--- config.mk ---
export PLATFORM = sky130hd
export DESIGN_NAME = codec_pin_function_mux
export DESIGN_NICKNAME = d
export VERILOG_FILES = /design/src/verilog/codec_pin_pkg.sv /design/src/verilog/codec_pin_function_mux.sv
export SDC_FILE = /design/constraint.sdc
export NUM_CORES = 1
export LEC_CHECK = 0
export ABC_AREA = 1
export BUFFER_PORTS_ARGS = -buffer_cell sky130_fd_sc_hd__buf_2
export CORE_MARGIN = 2
export CORE_UTILIZATION = 54
export CTS_BUF_LIST = sky130_fd_sc_hd__clkbuf_8
export CTS_CLUSTER_DIAMETER = 40
export DETAILED_ROUTE_END_ITERATION = 10
export PLACE_DENSITY = 0.82
export SYNTH_ARGS = -nofsm -noshare
export SYNTH_HDL_FRONTEND = slang
export SYNTH_SLANG_ARGS = --single-unit
--- constraint.sdc ---
create_clock -name clk_sys -period 3.5 [get_ports clk_sys]
set_clock_uncertainty 0.2 [all_clocks]
set_input_delay 0.35 -clock clk_sys [delete_from_list [all_inputs] [get_ports clk_sys]]
set_output_delay 0.35 -clock clk_sys [all_outputs]
set_load 0.05 [all_outputs]
--- src/verilog/codec_pin_pkg.sv ---
`default_nettype none
package codec_pin_pkg;

   // ------------------------------------------------------------
   // Register map
   // ------------------------------------------------------------
   localparam logic [7:0]  IDX_PIN_FUNCTION = 8'h63;
   localparam logic [7:0]  IDX_CONTROL_PINS = 8'h64;
   localparam logic [31:0] ADDR_PIN_FUNCTION = {22'h0, IDX_PIN_FUNCTION, 2'h0};
   localparam logic [31:0] ADDR_CONTROL_PINS = {22'h0, IDX_CONTROL_PINS, 2'h0};
   localparam logic [7:0]  RESET_PIN_FUNCTION = 8'h00;
   localparam logic [7:0]  RESET_CONTROL_PINS = 8'h00;

   // ------------------------------------------------------------
   // Field positions
   // ------------------------------------------------------------
   localparam int FUNC_HI     = 7;
   localparam int FUNC_LO     = 4;
   localparam int BIT_OUT_VAL = 3;
   localparam int BIT_IN_VAL  = 2;
   localparam int BIT_REPEAT  = 1;
   localparam int DATA_MODE_HI = 7;
   localparam int DATA_MODE_LO = 6;
   localparam int BIT_DATA_OUT = 5;
   localparam int BIT_DATA_IN  = 4;
   localparam int CLK_MODE_HI  = 3;
   localparam int CLK_MODE_LO  = 2;
   localparam int BIT_CLK_OUT  = 1;
   localparam int BIT_CLK_IN   = 0;

   // ------------------------------------------------------------
   // Timing
   // ------------------------------------------------------------
   localparam int CLK_PERIOD_NS   = 50;
   localparam int PULSE_TIME_NS   = 2000000;
   localparam int HEADSET_TIME_NS = 1750000;
   localparam int PULSE_CYCLES    = PULSE_TIME_NS / CLK_PERIOD_NS;
   localparam int HEADSET_CYCLES  = HEADSET_TIME_NS / CLK_PERIOD_NS;

   // ------------------------------------------------------------
   // Types
   // ------------------------------------------------------------
   typedef enum logic [3:0] {
      FN_DISABLED  = 4'h0, FN_RESERVED  = 4'h1, FN_HEADSET   = 4'h2,
      FN_GP_INPUT  = 4'h3, FN_GP_OUTPUT = 4'h4, FN_MIC_A     = 4'h5,
      FN_MIC_B     = 4'h6, FN_MIC_C     = 4'h7, FN_BIT_CLOCK = 4'h8,
      FN_HS_BTN    = 4'h9, FN_ALL_FOUR  = 4'ha, FN_SC_BTN    = 4'hb,
      FN_HS_BTN_SC = 4'hc, FN_SC_A      = 4'hd, FN_SC_B      = 4'he,
      FN_BUTTON    = 4'hf
   } function_type;

   typedef enum logic [1:0] {
      LINE_NOT_GPIO = 2'h0, LINE_INPUT = 2'h1, LINE_OUTPUT = 2'h2,
      LINE_RESERVED = 2'h3
   } line_mode_type;

   typedef struct packed {
      logic headset;
      logic button;
      logic shortCircuit;
      logic gainNoise;
   } irq_source_type;

   typedef struct packed {
      logic level;
      logic enable;
   } pin_drive_type;

   typedef enum logic [1:0] {
      PULSE_IDLE = 2'h0, PULSE_HIGH = 2'h1, PULSE_GAP = 2'h2
   } pulse_state_type;

endpackage
`default_nettype wire

--- src/verilog/codec_pin_function_mux.sv ---
// What this block does
// - Upper nibble picks pin role; 0000 disables
// - Code 0010 outputs headset interrupt, 1.75 ms
// - 0011 general input, 0100 general output
// - 0101-0111 mic data, both clock edges sampled
// - 1000 pin is serial bit clock
// - 1001 outputs headset OR button interrupt
// - 1010 outputs OR of all four interrupts
// - 1100 outputs headset, button, short OR
// - 1101 and 1110 output short-circuit alone
// - 1111 outputs button or hook-switch interrupt
// - Output-value bit sets pin level
// - Input-value bit shows pin level
// - Duration bit: single pulse or repeat
// - Data-line mode: off, input, output
// - Data line only pulled low, open drain
// - Data-line output bit: low or release
// - Data-line input bit shows line level
// - Clock-line mode same encoding as data line
// - Control-line GPIO only in SPI strap mode
// - Clock-line output and input bits
//
// The AHB-Lite slave port was decided locally.
`timescale 1ns/1ns
`default_nettype none
module codec_pin_function_mux #(
   parameter int PULSE_LEN   = codec_pin_pkg::PULSE_CYCLES,
   parameter int HEADSET_LEN = codec_pin_pkg::HEADSET_CYCLES,
   parameter int CNT_W       = 16
) (
   input  wire logic                         clk_sys,
   input  wire logic                         rst,
   // AHB-Lite slave
   input  wire logic                         hsel,
   input  wire logic [31:0]                  haddr,
   input  wire logic [1:0]                   htrans,
   input  wire logic                         hwrite,
   input  wire logic [2:0]                   hsize,
   input  wire logic [31:0]                  hwdata,
   input  wire logic                         hready,
   output logic                              hreadyout,
   output logic [31:0]                       hrdata,
   output logic                              hresp,
   // Interrupt sources and acknowledge
   input  wire codec_pin_pkg::irq_source_type irqSource,
   input  wire logic                         flagRead,
   // Microphone and serial bit clock
   input  wire logic                         micClock,
   output logic                              micData,
   output logic                              micDataValid,
   input  wire logic                         bitClockIsOutput,
   input  wire logic                         bitClockOut,
   output logic                              bitClockIn,
   // Control-bus select strap, high for SPI
   input  wire logic                         selectSpi,
   // Second multi-function pin
   input  wire logic                         pinIn,
   output codec_pin_pkg::pin_drive_type      pinDrive,
   // Data and clock lines of the control bus
   input  wire logic                         sdaIn,
   output codec_pin_pkg::pin_drive_type      sdaDrive,
   input  wire logic                         sclIn,
   output codec_pin_pkg::pin_drive_type      sclDrive
);

   // ------------------------------------------------------------
   // Parameter checks
   // ------------------------------------------------------------
   if (PULSE_LEN < 1 || PULSE_LEN >= (1 << CNT_W) ||
       HEADSET_LEN < 1 || HEADSET_LEN >= (1 << CNT_W)) begin : g_bad_len
      $error("Pulse lengths must fit the counter and be at least one");
   end

   localparam logic [CNT_W-1:0] PULSE_LOAD   = CNT_W'(PULSE_LEN - 1);
   localparam logic [CNT_W-1:0] HEADSET_LOAD = CNT_W'(HEADSET_LEN - 1);
   localparam logic [1:0]       TRANS_NONSEQ = 2'h2;

   // ------------------------------------------------------------
   // Pin synchronisers
   // ------------------------------------------------------------
   // Four pins, two flops each; only stage two is ever read
   logic [3:0] syncFirst;
   logic [3:0] syncSecond;
   logic [3:0] rawPins;
   assign rawPins = {selectSpi, sclIn, sdaIn, pinIn};

   genvar g;
   for (g = 0; g < 4; g++) begin : g_sync
      always_ff @(posedge clk_sys or posedge rst) begin
         if (rst) begin
            syncFirst[g]  <= 1'b0;
            syncSecond[g] <= 1'b0;
         end else begin
            syncFirst[g]  <= rawPins[g];
            syncSecond[g] <= syncFirst[g];
         end
      end
   end

   logic pinLevel;
   logic sdaLevel;
   logic sclLevel;
   logic spiMode;
   assign pinLevel = syncSecond[0];
   assign sdaLevel = syncSecond[1];
   assign sclLevel = syncSecond[2];
   assign spiMode  = syncSecond[3];

   // ------------------------------------------------------------
   // Registers
   // ------------------------------------------------------------
   logic [7:0] pinFunction;
   logic [7:0] controlPins;
   logic       dataPhaseWrite;
   logic [31:0] dataPhaseAddr;

   codec_pin_pkg::function_type  pinRole;
   codec_pin_pkg::line_mode_type dataMode;
   codec_pin_pkg::line_mode_type clockMode;
   assign pinRole   = codec_pin_pkg::function_type'(
                         pinFunction[codec_pin_pkg::FUNC_HI:
                                     codec_pin_pkg::FUNC_LO]);
   assign dataMode  = codec_pin_pkg::line_mode_type'(
                         controlPins[codec_pin_pkg::DATA_MODE_HI:
                                     codec_pin_pkg::DATA_MODE_LO]);
   assign clockMode = codec_pin_pkg::line_mode_type'(
                         controlPins[codec_pin_pkg::CLK_MODE_HI:
                                     codec_pin_pkg::CLK_MODE_LO]);

   // ------------------------------------------------------------
   // Bus slave
   // ------------------------------------------------------------
   logic addrPhase;
   assign addrPhase = hsel && hready && (htrans == TRANS_NONSEQ);

   always_ff @(posedge clk_sys or posedge rst) begin
      if (rst) begin
         dataPhaseWrite <= 1'b0;
         dataPhaseAddr  <= 32'h00000000;
      end else begin
         if (hready) begin
            dataPhaseWrite <= addrPhase && hwrite;
            dataPhaseAddr  <= haddr;
         end
      end
   end

   // Zero wait states, always OKAY
   always_ff @(posedge clk_sys or posedge rst) begin
      if (rst) begin
         hreadyout <= 1'b0;
         hresp     <= 1'b0;
      end else begin
         hreadyout <= 1'b1;
         hresp     <= 1'b0;
      end
   end

   // Live bits are merged at read time; reserved bit 0 reads zero
   logic [7:0] pinFunctionView;
   logic [7:0] controlPinsView;
   always_comb begin
      pinFunctionView = pinFunction;
      pinFunctionView[codec_pin_pkg::BIT_IN_VAL] = pinLevel;
      controlPinsView = controlPins;
      controlPinsView[codec_pin_pkg::BIT_DATA_IN] = sdaLevel;
      controlPinsView[codec_pin_pkg::BIT_CLK_IN]  = sclLevel;
   end

   always_ff @(posedge clk_sys or posedge rst) begin
      if (rst) begin
         hrdata <= 32'h00000000;
      end else begin
         if (addrPhase && !hwrite) begin
            if (haddr == codec_pin_pkg::ADDR_PIN_FUNCTION) begin
               hrdata <= {24'h000000, pinFunctionView};
            end else if (haddr == codec_pin_pkg::ADDR_CONTROL_PINS) begin
               hrdata <= {24'h000000, controlPinsView};
            end else begin
               hrdata <= 32'h00000000;
            end
         end
      end
   end

   // Writes land in the data phase; read-only and reserved bits kept 0
   always_ff @(posedge clk_sys or posedge rst) begin
      if (rst) begin
         pinFunction <= codec_pin_pkg::RESET_PIN_FUNCTION;
         controlPins <= codec_pin_pkg::RESET_CONTROL_PINS;
      end else begin
         if (dataPhaseWrite &&
             dataPhaseAddr == codec_pin_pkg::ADDR_PIN_FUNCTION) begin
            pinFunction <= {hwdata[7:3], 1'b0, hwdata[1], 1'b0};
         end
         if (dataPhaseWrite &&
             dataPhaseAddr == codec_pin_pkg::ADDR_CONTROL_PINS) begin
            controlPins <= {hwdata[7:5], 1'b0, hwdata[3:1], 1'b0};
         end
      end
   end

   // ------------------------------------------------------------
   // Interrupt selection
   // ------------------------------------------------------------
   function automatic logic selectIrq(
      input codec_pin_pkg::function_type   role,
      input codec_pin_pkg::irq_source_type src
   );
      logic hit;
      hit = 1'b0;
      unique case (role)
         codec_pin_pkg::FN_HEADSET:   hit = src.headset;
         codec_pin_pkg::FN_HS_BTN:    hit = src.headset | src.button;
         codec_pin_pkg::FN_ALL_FOUR:  hit = src.headset | src.button |
                                            src.shortCircuit |
                                            src.gainNoise;
         codec_pin_pkg::FN_SC_BTN:    hit = src.shortCircuit |
                                            src.button;
         codec_pin_pkg::FN_HS_BTN_SC: hit = src.headset | src.button |
                                            src.shortCircuit;
         codec_pin_pkg::FN_SC_A,
         codec_pin_pkg::FN_SC_B:      hit = src.shortCircuit;
         codec_pin_pkg::FN_BUTTON:    hit = src.button;
         codec_pin_pkg::FN_DISABLED, codec_pin_pkg::FN_RESERVED,
         codec_pin_pkg::FN_GP_INPUT, codec_pin_pkg::FN_GP_OUTPUT,
         codec_pin_pkg::FN_MIC_A, codec_pin_pkg::FN_MIC_B,
         codec_pin_pkg::FN_MIC_C, codec_pin_pkg::FN_BIT_CLOCK:
                                      hit = 1'b0;
      endcase
      return hit;
   endfunction

   logic irqNow;
   logic irqBefore;
   logic irqRise;
   assign irqNow  = selectIrq(pinRole, irqSource);
   assign irqRise = irqNow && !irqBefore;

   always_ff @(posedge clk_sys or posedge rst) begin
      if (rst) begin
         irqBefore <= 1'b0;
      end else begin
         irqBefore <= irqNow;
      end
   end

   // ------------------------------------------------------------
   // Pulse generator
   // ------------------------------------------------------------
   // Repeat mode gaps equal the pulse length so the host sees a
   // square wave until it reads the flag register
   codec_pin_pkg::pulse_state_type pulseState;
   logic [CNT_W-1:0] pulseCount;
   logic             repeatPending;
   logic [CNT_W-1:0] loadValue;
   logic             repeatMode;
   assign repeatMode = pinFunction[codec_pin_pkg::BIT_REPEAT];
   assign loadValue  = (pinRole == codec_pin_pkg::FN_HEADSET) ?
                       HEADSET_LOAD : PULSE_LOAD;

   // A new event wins over an acknowledge in the same cycle
   always_ff @(posedge clk_sys or posedge rst) begin
      if (rst) begin
         repeatPending <= 1'b0;
      end else begin
         if (irqRise && repeatMode) begin
            repeatPending <= 1'b1;
         end else if (flagRead || !repeatMode) begin
            repeatPending <= 1'b0;
         end
      end
   end

   always_ff @(posedge clk_sys or posedge rst) begin
      if (rst) begin
         pulseState <= codec_pin_pkg::PULSE_IDLE;
         pulseCount <= '0;
      end else begin
         unique case (pulseState)
            codec_pin_pkg::PULSE_IDLE: begin
               if (irqRise) begin
                  pulseState <= codec_pin_pkg::PULSE_HIGH;
                  pulseCount <= loadValue;
               end
            end
            codec_pin_pkg::PULSE_HIGH: begin
               if (pulseCount != '0) begin
                  pulseCount <= pulseCount - 1'b1;
               end else if (repeatPending && !flagRead) begin
                  pulseState <= codec_pin_pkg::PULSE_GAP;
                  pulseCount <= loadValue;
               end else begin
                  pulseState <= codec_pin_pkg::PULSE_IDLE;
               end
            end
            codec_pin_pkg::PULSE_GAP: begin
               if (!repeatPending) begin
                  pulseState <= codec_pin_pkg::PULSE_IDLE;
               end else if (pulseCount != '0) begin
                  pulseCount <= pulseCount - 1'b1;
               end else begin
                  pulseState <= codec_pin_pkg::PULSE_HIGH;
                  pulseCount <= loadValue;
               end
            end
            default: begin
               pulseState <= codec_pin_pkg::PULSE_IDLE;
            end
         endcase
      end
   end

   logic pulseLevel;
   assign pulseLevel = (pulseState == codec_pin_pkg::PULSE_HIGH);

   // ------------------------------------------------------------
   // Microphone capture and bit clock
   // ------------------------------------------------------------
   logic micClockBefore;
   logic micRole;
   assign micRole = (pinRole == codec_pin_pkg::FN_MIC_A) ||
                    (pinRole == codec_pin_pkg::FN_MIC_B) ||
                    (pinRole == codec_pin_pkg::FN_MIC_C);

   always_ff @(posedge clk_sys or posedge rst) begin
      if (rst) begin
         micClockBefore <= 1'b0;
         micData        <= 1'b0;
         micDataValid   <= 1'b0;
      end else begin
         micClockBefore <= micClock;
         micDataValid   <= 1'b0;
         if (micRole && (micClock != micClockBefore)) begin
            micData      <= pinLevel;
            micDataValid <= 1'b1;
         end
      end
   end

   always_ff @(posedge clk_sys or posedge rst) begin
      if (rst) begin
         bitClockIn <= 1'b0;
      end else begin
         bitClockIn <= (pinRole == codec_pin_pkg::FN_BIT_CLOCK) &&
                       !bitClockIsOutput && pinLevel;
      end
   end

   // ------------------------------------------------------------
   // Pin drivers
   // ------------------------------------------------------------
   always_ff @(posedge clk_sys or posedge rst) begin
      if (rst) begin
         pinDrive <= '0;
      end else begin
         unique case (pinRole)
            codec_pin_pkg::FN_DISABLED, codec_pin_pkg::FN_RESERVED,
            codec_pin_pkg::FN_GP_INPUT, codec_pin_pkg::FN_MIC_A,
            codec_pin_pkg::FN_MIC_B, codec_pin_pkg::FN_MIC_C: begin
               pinDrive <= '0;
            end
            codec_pin_pkg::FN_GP_OUTPUT: begin
               pinDrive.level  <= pinFunction[codec_pin_pkg::BIT_OUT_VAL];
               pinDrive.enable <= 1'b1;
            end
            codec_pin_pkg::FN_BIT_CLOCK: begin
               pinDrive.level  <= bitClockIsOutput && bitClockOut;
               pinDrive.enable <= bitClockIsOutput;
            end
            codec_pin_pkg::FN_HEADSET, codec_pin_pkg::FN_HS_BTN,
            codec_pin_pkg::FN_ALL_FOUR, codec_pin_pkg::FN_SC_BTN,
            codec_pin_pkg::FN_HS_BTN_SC, codec_pin_pkg::FN_SC_A,
            codec_pin_pkg::FN_SC_B, codec_pin_pkg::FN_BUTTON: begin
               pinDrive.level  <= pulseLevel;
               pinDrive.enable <= 1'b1;
            end
         endcase
      end
   end

   // Open drain: level is always low, enable pulls the line down.
   // Outside SPI mode the lines belong to the control bus.
   always_ff @(posedge clk_sys or posedge rst) begin
      if (rst) begin
         sdaDrive <= '0;
         sclDrive <= '0;
      end else begin
         sdaDrive.level  <= 1'b0;
         sdaDrive.enable <= spiMode &&
            (dataMode == codec_pin_pkg::LINE_OUTPUT) &&
            !controlPins[codec_pin_pkg::BIT_DATA_OUT];
         sclDrive.level  <= 1'b0;
         sclDrive.enable <= spiMode &&
            (clockMode == codec_pin_pkg::LINE_OUTPUT) &&
            !controlPins[codec_pin_pkg::BIT_CLK_OUT];
      end
   end

endmodule
`default_nettype wire

### Word-level counts from Yosys, hierarchy flattened

Index checks and enable logic that the tools add are counted.

| word-level totals | value |
|---|---|
| memories | 0 |
| bits in registers | 114 |
| output and inout bits | 43 |
| latch bits | 0 |
| bits in writable memories | 0 |
| memory bits (read-only) | 0 |

| operators by class | value |
|---|---|
| div/mod/pow operators | 0 |
| eq/ne operators | 30 |
| add/sub/neg operators | 1 |
| shift operators | 0 |
| bitwise logic cells | 4 |
| magnitude comparators | 0 |
| multiplexer cells | 20 |
| $mul | 0 |
| reduce and logical (&&, ||, !) cells | 38 |

Operator list:

| cell | count |
|---|---|
| $eq 32x9->1 const B | 4 |
| $mux 16 | 5 |
| $pmux 16 s3 | 1 |
| $eq 4x4->1 const B | 8 |
| $logic_and 1x1->1 | 17 |
| $eq 4x3->1 const B | 4 |
| $mux 8 | 2 |
| $reduce_bool 16->1 | 1 |
| $reduce_or 8->1 | 2 |
| $sub 16x1->16 const B | 1 |
| $mux 13 | 1 |
| $mux 2 | 5 |
| $eq 2x2->1 const B | 4 |
| $eq 4x2->1 const B | 2 |
| $pmux 1 s8 | 1 |
| $pmux 2 s4 | 1 |
| $logic_not 1->1 | 7 |
| $ne 2x2->1 const B | 3 |
| $pmux 2 s3 | 1 |
| $reduce_or 6->1 | 1 |
| $eq 4x1->1 const B | 1 |
| $logic_not 4->1 | 1 |
| $or 1x1->1 | 4 |
| $reduce_and 4->1 | 1 |
| other kinds (11) | 15 |

### Depth between registers and ports, before layout

Gate-level depths: netlist of run 1.

| logic depth | value |
|---|---|
| depth after elaboration | 7 |
| mapped depth | 13 |

### Least setup slack after synthesis of run 1

No wires, ideal clock.

| timing path | value |
|---|---|
| path kind | register to register |
| from | register pulseState[0] |
| to | register pulseCount[4] |
| path buffers | 1 |
| arrival | 1.433 ns |
| clock period less this slack | 1.749 ns |
| path slack | 1.751 ns |
| library setup time | 0.117 ns |
| stages on the path, launching flop included | 11 |
| data required time | 3.183 ns |
| cell sequence | dfrtp_1 > inv_1 > ha_1 > inv_1 > a22oi_1 > o21ai_1 > inv_2 > nand2_4 > buf_4 > nand2_1 > nand2_1 |

| between the ends | value |
|---|---|
| cells in the longest elaborated chain, start to end | 3 |
| elaborated cells between the ends (all ways) | 9 |
| classes of those cells | eq/ne (5); mux (1); reduce/logical (3) |

RTL lines:

| element | RTL line | source |
|---|---|---|
| from (decl) | codec_pin_function_mux.sv:253 | `codec_pin_pkg::pulse_state_type pulseState;` |
| from (signal assigned) | codec_pin_function_mux.sv:277 | `pulseState <= codec_pin_pkg::PULSE_IDLE;` |
| from (signal assigned) | codec_pin_function_mux.sv:283 | `pulseState <= codec_pin_pkg::PULSE_HIGH;` |
| from (signal assigned) | codec_pin_function_mux.sv:291 | `pulseState <= codec_pin_pkg::PULSE_GAP;` |
| $eq 2x1->1, or another cell as far along | codec_pin_function_mux.sv:280 | `unique case (pulseState)` |
| $ne 3x1->1 (no line), or another cell as far along | -- |  |
| $reduce_and 4->1 (no line) | -- |  |
| to (signal assigned) | codec_pin_function_mux.sv:284 | `pulseCount <= loadValue;` |
| to (signal assigned) | codec_pin_function_mux.sv:289 | `pulseCount <= pulseCount - 1'b1;` |
| to (signal assigned) | codec_pin_function_mux.sv:292 | `pulseCount <= loadValue;` |
| to (decl) | codec_pin_function_mux.sv:254 | `logic [CNT_W-1:0] pulseCount;` |

Parallel ways exist; a longest one is shown, timed or not.
A chain may end at the register's enable or synchronous reset.

### Worst setup path in the final report of run 1

| timing path | value |
|---|---|
| from | input port haddr[16] |
| to | register hrdata[7] |

| between the ends | value |
|---|---|
| cells in the longest elaborated chain, start to end | 3 |
| elaborated cells between the ends (all ways) | 4 |
| classes of those cells | eq/ne (2); mux (2) |

RTL lines:

| element | RTL line | source |
|---|---|---|
| from (decl) | codec_pin_function_mux.sv:35 | `input wire logic [31:0] haddr,` |
| $eq 32x9->1 | codec_pin_function_mux.sv:177 | `end else if (haddr == codec_pin_pkg::ADDR_CONTROL_PINS) begin` |
| $mux 8 | codec_pin_function_mux.sv:177 |  |
| $mux 8 (*) | codec_pin_function_mux.sv:175 | `if (haddr == codec_pin_pkg::ADDR_PIN_FUNCTION) begin` |
| to (signal assigned) | codec_pin_function_mux.sv:176 | `hrdata <= {24'h000000, pinFunctionView};` |
| to (signal assigned) | codec_pin_function_mux.sv:178 | `hrdata <= {24'h000000, controlPinsView};` |
| to (decl) | codec_pin_function_mux.sv:42 | `output logic [31:0] hrdata,` |

Every way passes the cells marked *; elsewhere a longest branch is shown, timed or not.

==> flow_metrics.py, run 1 <==
metrics = {
    "global_route": {
        "grt.total_usage_pct": 21.9,
        "grt_pass1_vias": 3978,
        "overflow": 0,
        "grt_max_degree": 50,
        "antenna_found_initial": 0,
        "grt_pass1_wl_mm": 17.3,
    },
    "clocking": {
        "cts_hold_buffers": 9,
        "clkTransAtPathRegs_ns": 0.09,
        "cts-resized-gates": 0,
        "worstSkewPairLatency_ns": 0.35,
        "postCtsSetupBuffers": 0,
        "cts_buffer_depth": 2,
        "root_buffer": "clkbuf_8",
        "cts_sinks": 90,
        "cts_tree": "built",
        "cts_made_buffers": 9,
        "htreeDepth": 3,
    },
    "worst_setup_path": {
        "crit_type": "primary input to flop",
        "regToRegEndpoint": "pulseCount[12]$_DFFE_PP0P_",
        "end_kind": "flop",
        "critPathMaxStageDelay_ns": 0.72,
        "worstPathRequired_ns": 3.60,
        "critPathSlowestCell": "nor2_1",
        "rrSetupSlack_ns": 1.34,
        "reg2reg_from": "pulseCount[0]$_DFFE_PP0P_",
        "path_buf_inv": 2,
        "ff2ff_path_depth": 10,
        "cpMostUsedCell": "nand2_1",
        "cp_max_fo": 15,
        "start_kind": "primary input",
        "cp_top_family": "simple AND/OR/NAND/NOR gates",
        "path_cells": "dlygate4sd3_1 -> buf_2 -> nor4_1 -> nand2_1 -> nor2_1 -> nand3_1 -> nand2_1 -> nand2_1 -> nand2_1",
        "cp_data_arrival_time_ns": 2.53,
    },
    "hold_path": {
        "hp-start": "haddr[15]",
        "worst_hold_path.endpoint": "dataPhaseAddr[15]$_DFFE_PP0P_",
        "hold_depth": 3,
        "hp-class": "primary input to flop",
    },
    "layout": {
        "syn2layout_area_growth_pct": 14.8,
        "fill_cells": 682,
        "num_antenna_cells": 0,
        "fin_nets": 769,
        "drive_gt1_share_pct": 18.2,
    },
    "drt": {
        "topRoutingLayerUsed": "met4",
        "postRouteAntennaNets": 0,
        "vias": 3975,
        "via_per_inst": 5.05,
        "met3_length_um": 522,
        "drtIter0Drc": 208,
        "met1_length_mm": 4.13,
        "drc": 0,
        "dr_wl_met2_mm": 4.84,
        "drt-wirelength-per-cell_um": 12.2,
        "routed_wirelength_mm": 9.60,
        "first_pass_iters": 4,
    },
    "sta": {
        "finalSetupViolCount": 0,
        "min_period_over_period_pct": 69.4,
        "finalHoldViolCount": 0,
        "rsz0062_at_grt": "false",
        "relSlewSlack_pct": 37.0,
        "min_period_ns": 2.43,
        "fmax_mhz": 412,
        "setup_tns_ns": 0,
        "tightest_slew_ns": 0.941,
        "slew_viol_final": 0,
    },
    "yosys": {
        "netlist-cell-type-count": 35,
        "synth_seq_cells": 90,
        "syn_area_um2": 4680,
        "synthArstFlopShare_pct": 100,
        "ys_top_cells_by_count": "213 x nand2_1, 90 x dfrtp_1, 53 x nand3_1",
        "synth_edf_count": 0,
        "synth.largest_area_cell": "dfrtp_1",
        "synth.most_common_cell": "nand2_1",
        "ys_dominant_reg_cell": "dfrtp_1",
        "synth_warnings": 0,
        "ys_seq_area_share_pct": 48.1,
        "synth_top_area_share_pct": 48.1,
        "avgSynthCellArea_um2": 7.87,
        "synthCells": 595,
        "ys_top_cells_by_area": "dfrtp_1 48%, nand2_1 17%, nand3_1 5.7%",
    },
    "power_and_ir_drop": {
        "powerDensity_nw_per_um2": 607,
        "ir_worst_vdd_mv": 0.300,
        "power_leakage_uw": 0.00289,
        "p_total_uw": 3260,
    },
    "floorplan": {
        "core-area_um2": 8300,
        "boundaryPins": 129,
        "die-height_um": 97.1,
        "die_area_um2": 9430,
        "die_x_um": 97.1,
        "start_util_pct": 56.4,
        "rows": 33,
    },
    "placement": {
        "numPortBuffers": 73,
        "hpwl_mm": 7.10,
        "gp_congestion": 0.909,
    },
    "status": {
        "status": "completed",
    },
    "job": {
        "cap_violations": 0,
    },
}
==> logic make-up after synthesis <==
family	after synthesis	synth area share, %
compound gates	32	3.85
buf+inv	95	10.6
simple gates	365	34.7
flops	90	48.1
other cells	2	0.160
fa+ha+maj	6	1.60
xor+xnor	5	0.936
==> area by class of cell <==
class | count | area [µm²] | area share (%)
clock inverter | 7 | 148 | 2.75
sequential | 90 | 2250 | 41.9
timing repair buffer | 86 | 485 | 9.04
tap | 105 | 131 | 2.45
multi-input combinational | 436 | 2030 | 37.8
inverter | 54 | 204 | 3.80
clock buffer | 9 | 124 | 2.31
==> flip-flops by register name (all words and copies together), names as in the netlist, 2 cells and up <==
register	count
pinFunction	6
pinDrive	2
controlPins	6
hrdata	8
syncFirst	4
dataPhaseAddr	32
pulseState	2
pulseCount	16
==> report_power, final <==
part | switching (µW) | leakage (µW) | total (µW) | internal [µW]
clock | 375 | 0.000132 | 929 | 554
sequential | 109 | 0.00107 | 1280 | 1170
combinational | 720 | 0.00168 | 1050 | 334
==> cells in the final DEF, fill, tap and decap left out, types with 5 or more instances in the layout <==
cell,count
buf_2,73
clkbuf_8,9
conb_1,28
dfrtp_1,90
dlygate4sd3_1,9
ha_1,6
inv_1,48
nand2_1,213
nand3_1,53
nand3_2,12
nand4_1,5
nor2_1,47
nor3_1,7
nor4_1,10
o21ai_0,20
==> through the flow <==
stage / cell area [µm²] / instances / setup slack, ns / util [%] / hold WS [ns]
floorplan: 4780 / 621 / 0.615 / - / 0.131
global placement: 5010 / 762 / 1.34 / 60.4 / 0.132
detailed placement: 5010 / 762 / 1.28 / 60.4 / 0.136
CTS: 5370 / 787 / 1.09 / 64.7 / 0.000344
global route: 5370 / 787 / 0.855 / 64.7 / 0.00542
finish: 5370 / 787 / 1.07 / 64.7 / 0.0103
==> worst reg2reg max path, delay by kind of cell (launching register included) <==
kind / cells / cell delay (ns)
buf+inv: 1 / 0.13
fa+ha+maj: 1 / 0.16
compound gates: 1 / 0.17
flops: 1 / 0.40
simple gates: 7 / 0.99
==> how the worst max path moves through the flow <==
stage,to,slack (ns),startpoint,cells past startpoint
after floorplan,bitClockIn$_DFF_PP0_,0.61,rst,1
after global placement,hrdata[2]$_DFFE_PP0P_,1.34,haddr[16],8
after detailed placement,hrdata[7]$_DFFE_PP0P_,1.28,haddr[25],8
after CTS,hrdata[7]$_DFFE_PP0P_,1.09,haddr[16],9
after global routing,hrdata[3]$_DFFE_PP0P_,0.86,haddr[16],9
final,hrdata[7]$_DFFE_PP0P_,1.07,haddr[16],9
==> per-layer routing <==
metal / track usage (%) / vias to the layer above
li1: - / 1988
met5: 0 / -
met3: 3.24 / 9
met2: 38.2 / 118
met4: 7.37 / 0
met1: 28.1 / 1860
No activity file was read; power rests on OpenSTA's default activity.
==> run 2, diff against run 1 <==
ABC_AREA = 0   (was 1)
PLACE_DENSITY = 0.83   (was 0.82)
clock period = 2.5 ns   (was 3.5 ns; I/O delays follow)
==> run 2 against run 1 <==
Effect of this change:
- final cell count shrank 20%
- worst setup slack got worse by 1.0 ns
- total power is 16% lower
- wire length grew 9.6%
- combinational power shrank 67%
- global-route usage grew 3.3 points
- sequential share of layout area fell by 1.3 points
- critical path type unchanged
==> flow_metrics.py, run 2 <==
metrics = {
    "clocking": {
        "postCtsSetupBuffers": 0,
        "htreeDepth": 3,
        "cts_sinks": 90,
        "root_buffer": "clkbuf_8",
        "cts_made_buffers": 9,
        "clkTransAtPathRegs_ns": 0.09,
        "cts_tree": "built",
        "worstSkewPairLatency_ns": 0.34,
        "cts_buffer_depth": 2,
    },
    "yosys": {
        "synth_seq_cells": 90,
        "synth_top_area_share_pct": 51.6,
        "synth_edf_count": 0,
        "synthCells": 381,
        "ys_dominant_reg_cell": "dfrtp_1",
        "ys_seq_area_share_pct": 51.6,
        "synth.largest_area_cell": "dfrtp_1",
        "synth_warnings": 0,
        "avgSynthCellArea_um2": 11.4,
        "ys_top_cells_by_area": "dfrtp_1 52%, mux2_2 12%, buf_4 5.2%",
        "synthArstFlopShare_pct": 100,
        "ys_top_cells_by_count": "90 x dfrtp_1, 47 x mux2_2, 34 x nand2_1",
        "netlist-cell-type-count": 51,
        "synth.most_common_cell": "dfrtp_1",
        "syn_area_um2": 4360,
    },
    "layout": {
        "top_regs": "dataPhaseAddr: 32 flops, pulseCount: 16 flops, hrdata: 8 flops",
        "largest_register": "dataPhaseAddr",
        "final_core_util_pct": 71.3,
        "fin_nets": 615,
        "largest_reg_flops": 32,
        "regArea_um2": 2250,
        "stdcell_area_um2": 5540,
        "final_cell_mix": "90 x dfrtp_1, 73 x buf_2, 47 x mux2_2",
        "multiInputGateArea_um2": 1930,
        "layout_commonest_cell": "dfrtp_1",
        "fill_cells": 552,
        "syn2layout_area_growth_pct": 27.1,
        "drive_gt1_share_pct": 34.6,
    },
    "worst_setup_path": {
        "end_kind": "flop",
        "cp_max_fo": 8,
        "cp_data_arrival_time_ns": 2.52,
        "start_kind": "primary input",
        "reg2reg_from": "pulseCount[0]$_DFFE_PP0P_",
        "worstPathRequired_ns": 2.57,
        "path_cells": "dlygate4sd3_1 -> buf_2 -> nor4_1 -> nand2_1 -> or4_4 -> nor4b_4 -> buf_6 -> a22oi_1 -> nand2_1",
        "critPathMaxStageDelay_ns": 0.56,
        "critPathSlowestCell": "dlygate4sd3_1",
        "cp_top_family": "simple AND/OR/NAND/NOR gates",
        "path_buf_inv": 3,
        "crit_type": "primary input to flop",
        "critPathLaunch": "haddr[15]",
        "cpMostUsedCell": "nand2_1",
    },
    "drt": {
        "drc": 0,
        "drt-wirelength-per-cell_um": 16.7,
        "via_per_inst": 5.61,
        "first_pass_iters": 5,
        "postRouteAntennaNets": 0,
        "drtIter0Drc": 248,
        "vias": 3530,
        "routed_wirelength_mm": 10.5,
    },
    "placement": {
        "gp_congestion": 0.885,
        "place_ws_ns": 0.157,
        "placed_area_um2": 4890,
        "hpwl_mm": 7.11,
        "numPortBuffers": 73,
    },
    "job": {
        "cap_violations": 0,
    },
    "global_route": {
        "grt_pass1_vias": 3538,
        "grt_max_degree": 36,
        "overflow": 0,
        "grt.total_usage_pct": 25.2,
        "grt_pass1_wl_mm": 17.2,
        "antenna_found_initial": 2,
    },
    "sta": {
        "min_period_ns": 2.44,
        "rsz0062_at_grt": "false",
        "tightest_slew_ns": 0.725,
        "fmax_mhz": 409,
        "fin_ws_ns": 0.0566,
        "finalHoldViolCount": 0,
        "relSlewSlack_pct": 51.6,
        "finalSetupViolCount": 0,
        "slew_viol_final": 0,
        "min_period_over_period_pct": 97.7,
        "setup_tns_ns": 0,
    },
    "status": {
        "status": "completed",
    },
    "floorplan": {
        "boundaryPins": 129,
        "rows": 32,
        "die_area_um2": 8810,
        "die_x_um": 93.9,
        "core-area_um2": 7770,
        "start_util_pct": 56.1,
        "die-height_um": 93.9,
    },
    "power_and_ir_drop": {
        "powerDensity_nw_per_um2": 496,
        "ir_worst_vdd_mv": 0.345,
        "power_leakage_uw": 0.00261,
    },
    "hold_path": {
        "hp-start": "haddr[2]",
        "hp-class": "primary input to flop",
    },
}
## run 2: changes by cell type after synthesis, moves of 9 or more
cell | before | now
nand2_1 | 213 | 34
mux2_2 | 0 | 47
nand3_1 | 53 | 7
inv_1 | 49 | 5
nor2_1 | 47 | 16
a21oi_1 | 4 | 22
o21ai_0 | 20 | 6
nand3_2 | 12 | 0
a31oi_1 | 0 | 9
## run 2: timing repair
action | CTS | global route
resized for setup | 0 | 6
endpoints found under the hold margin | 80 | 0
setup endpoints to repair | 0 | 24
hold buffers | 45 | 0
## run 2: kinds of logic (layout without fill, tap and decap cells)
logic type	after synthesis	after routing	synth area share, %
and+or+nand+nor	116	116	16.0
xor gates and xnor gates	1	1	0.201
other	2	29	0.172
muxes	49	49	12.6
AOI/OAI and AO/OA	69	69	10.6
buffers and inverters	48	167	7.06
adders and majority gates	6	6	1.72
DFF	90	90	51.6
## run 2: layout make-up
cell class                      instances  area share, %
Inverter                                5          0.407
Multi-Input combinational cell        269           34.9
Sequential cell                        90           40.7
Clock inverter                          4          0.384
Clock buffer                           10           2.48
Timing Repair Buffer                  148           18.9
Tap cell                              102           2.30
Antenna cell                            1         0.0452
## run 2: layer usage
metal / track usage [%] / vias to the layer above / part of all wire, % / wire length (µm)
met5: 0 / - / 0.10 / 11
li1: - / 1614 / - / -
met4: 10.6 / 2 / 3.0 / 317
met2: 41.8 / 174 / 50 / 5280
met3: 5.62 / 33 / 6.8 / 718
met1: 31.9 / 1707 / 40 / 4190
## run 2: metrics by stage
stage          hold WS [ns]  total power (µW)  std cells
6_report             0.0139              2750        629
5_1_grt             0.00402              2870        629
4_1_cts           0.0000523              2750        628
3_5_place_dp          0.144              1860        569
3_3_place_gp          0.136              1850        569
2_1_floorplan        0.0814              1800        407
## run 2: worst paths after layout
kind,endpoint,slack [ns],depth (start not counted)
min reg2reg,sdaLevel$_DFF_PP0_,0.16,0
max in group asynchronous,controlPins[6]$_DFFE_PP0P_,0.97,4
max,hrdata[5]$_DFFE_PP0P_,0.06,9
max reg2reg,pulseCount[6]$_DFFE_PP0P_,0.12,7
min in group asynchronous,dataPhaseAddr[20]$_DFFE_PP0P_,0.38,3
min,dataPhaseAddr[2]$_DFFE_PP0P_,0.01,2
## run 2: worst reg2reg max path: stages (launching register included)
cell and delay (ns):
dfrtp_1 0.38, inv_1 0.11, ha_1 0.18, nor4b_2 0.24
nand4_1 0.25, o21a_1 0.33, and3_1 0.33, a22o_1 0.25
## run 2: power by group
group | switching, µW | internal (µW) | leakage [µW] | total [µW]
clock network | 479 | 371 | 0.0000852 | 850
registers | 36.8 | 1520 | 0.00116 | 1550
logic | 201 | 145 | 0.00137 | 346
total | 716 | 2030 | 0.00261 | 2750
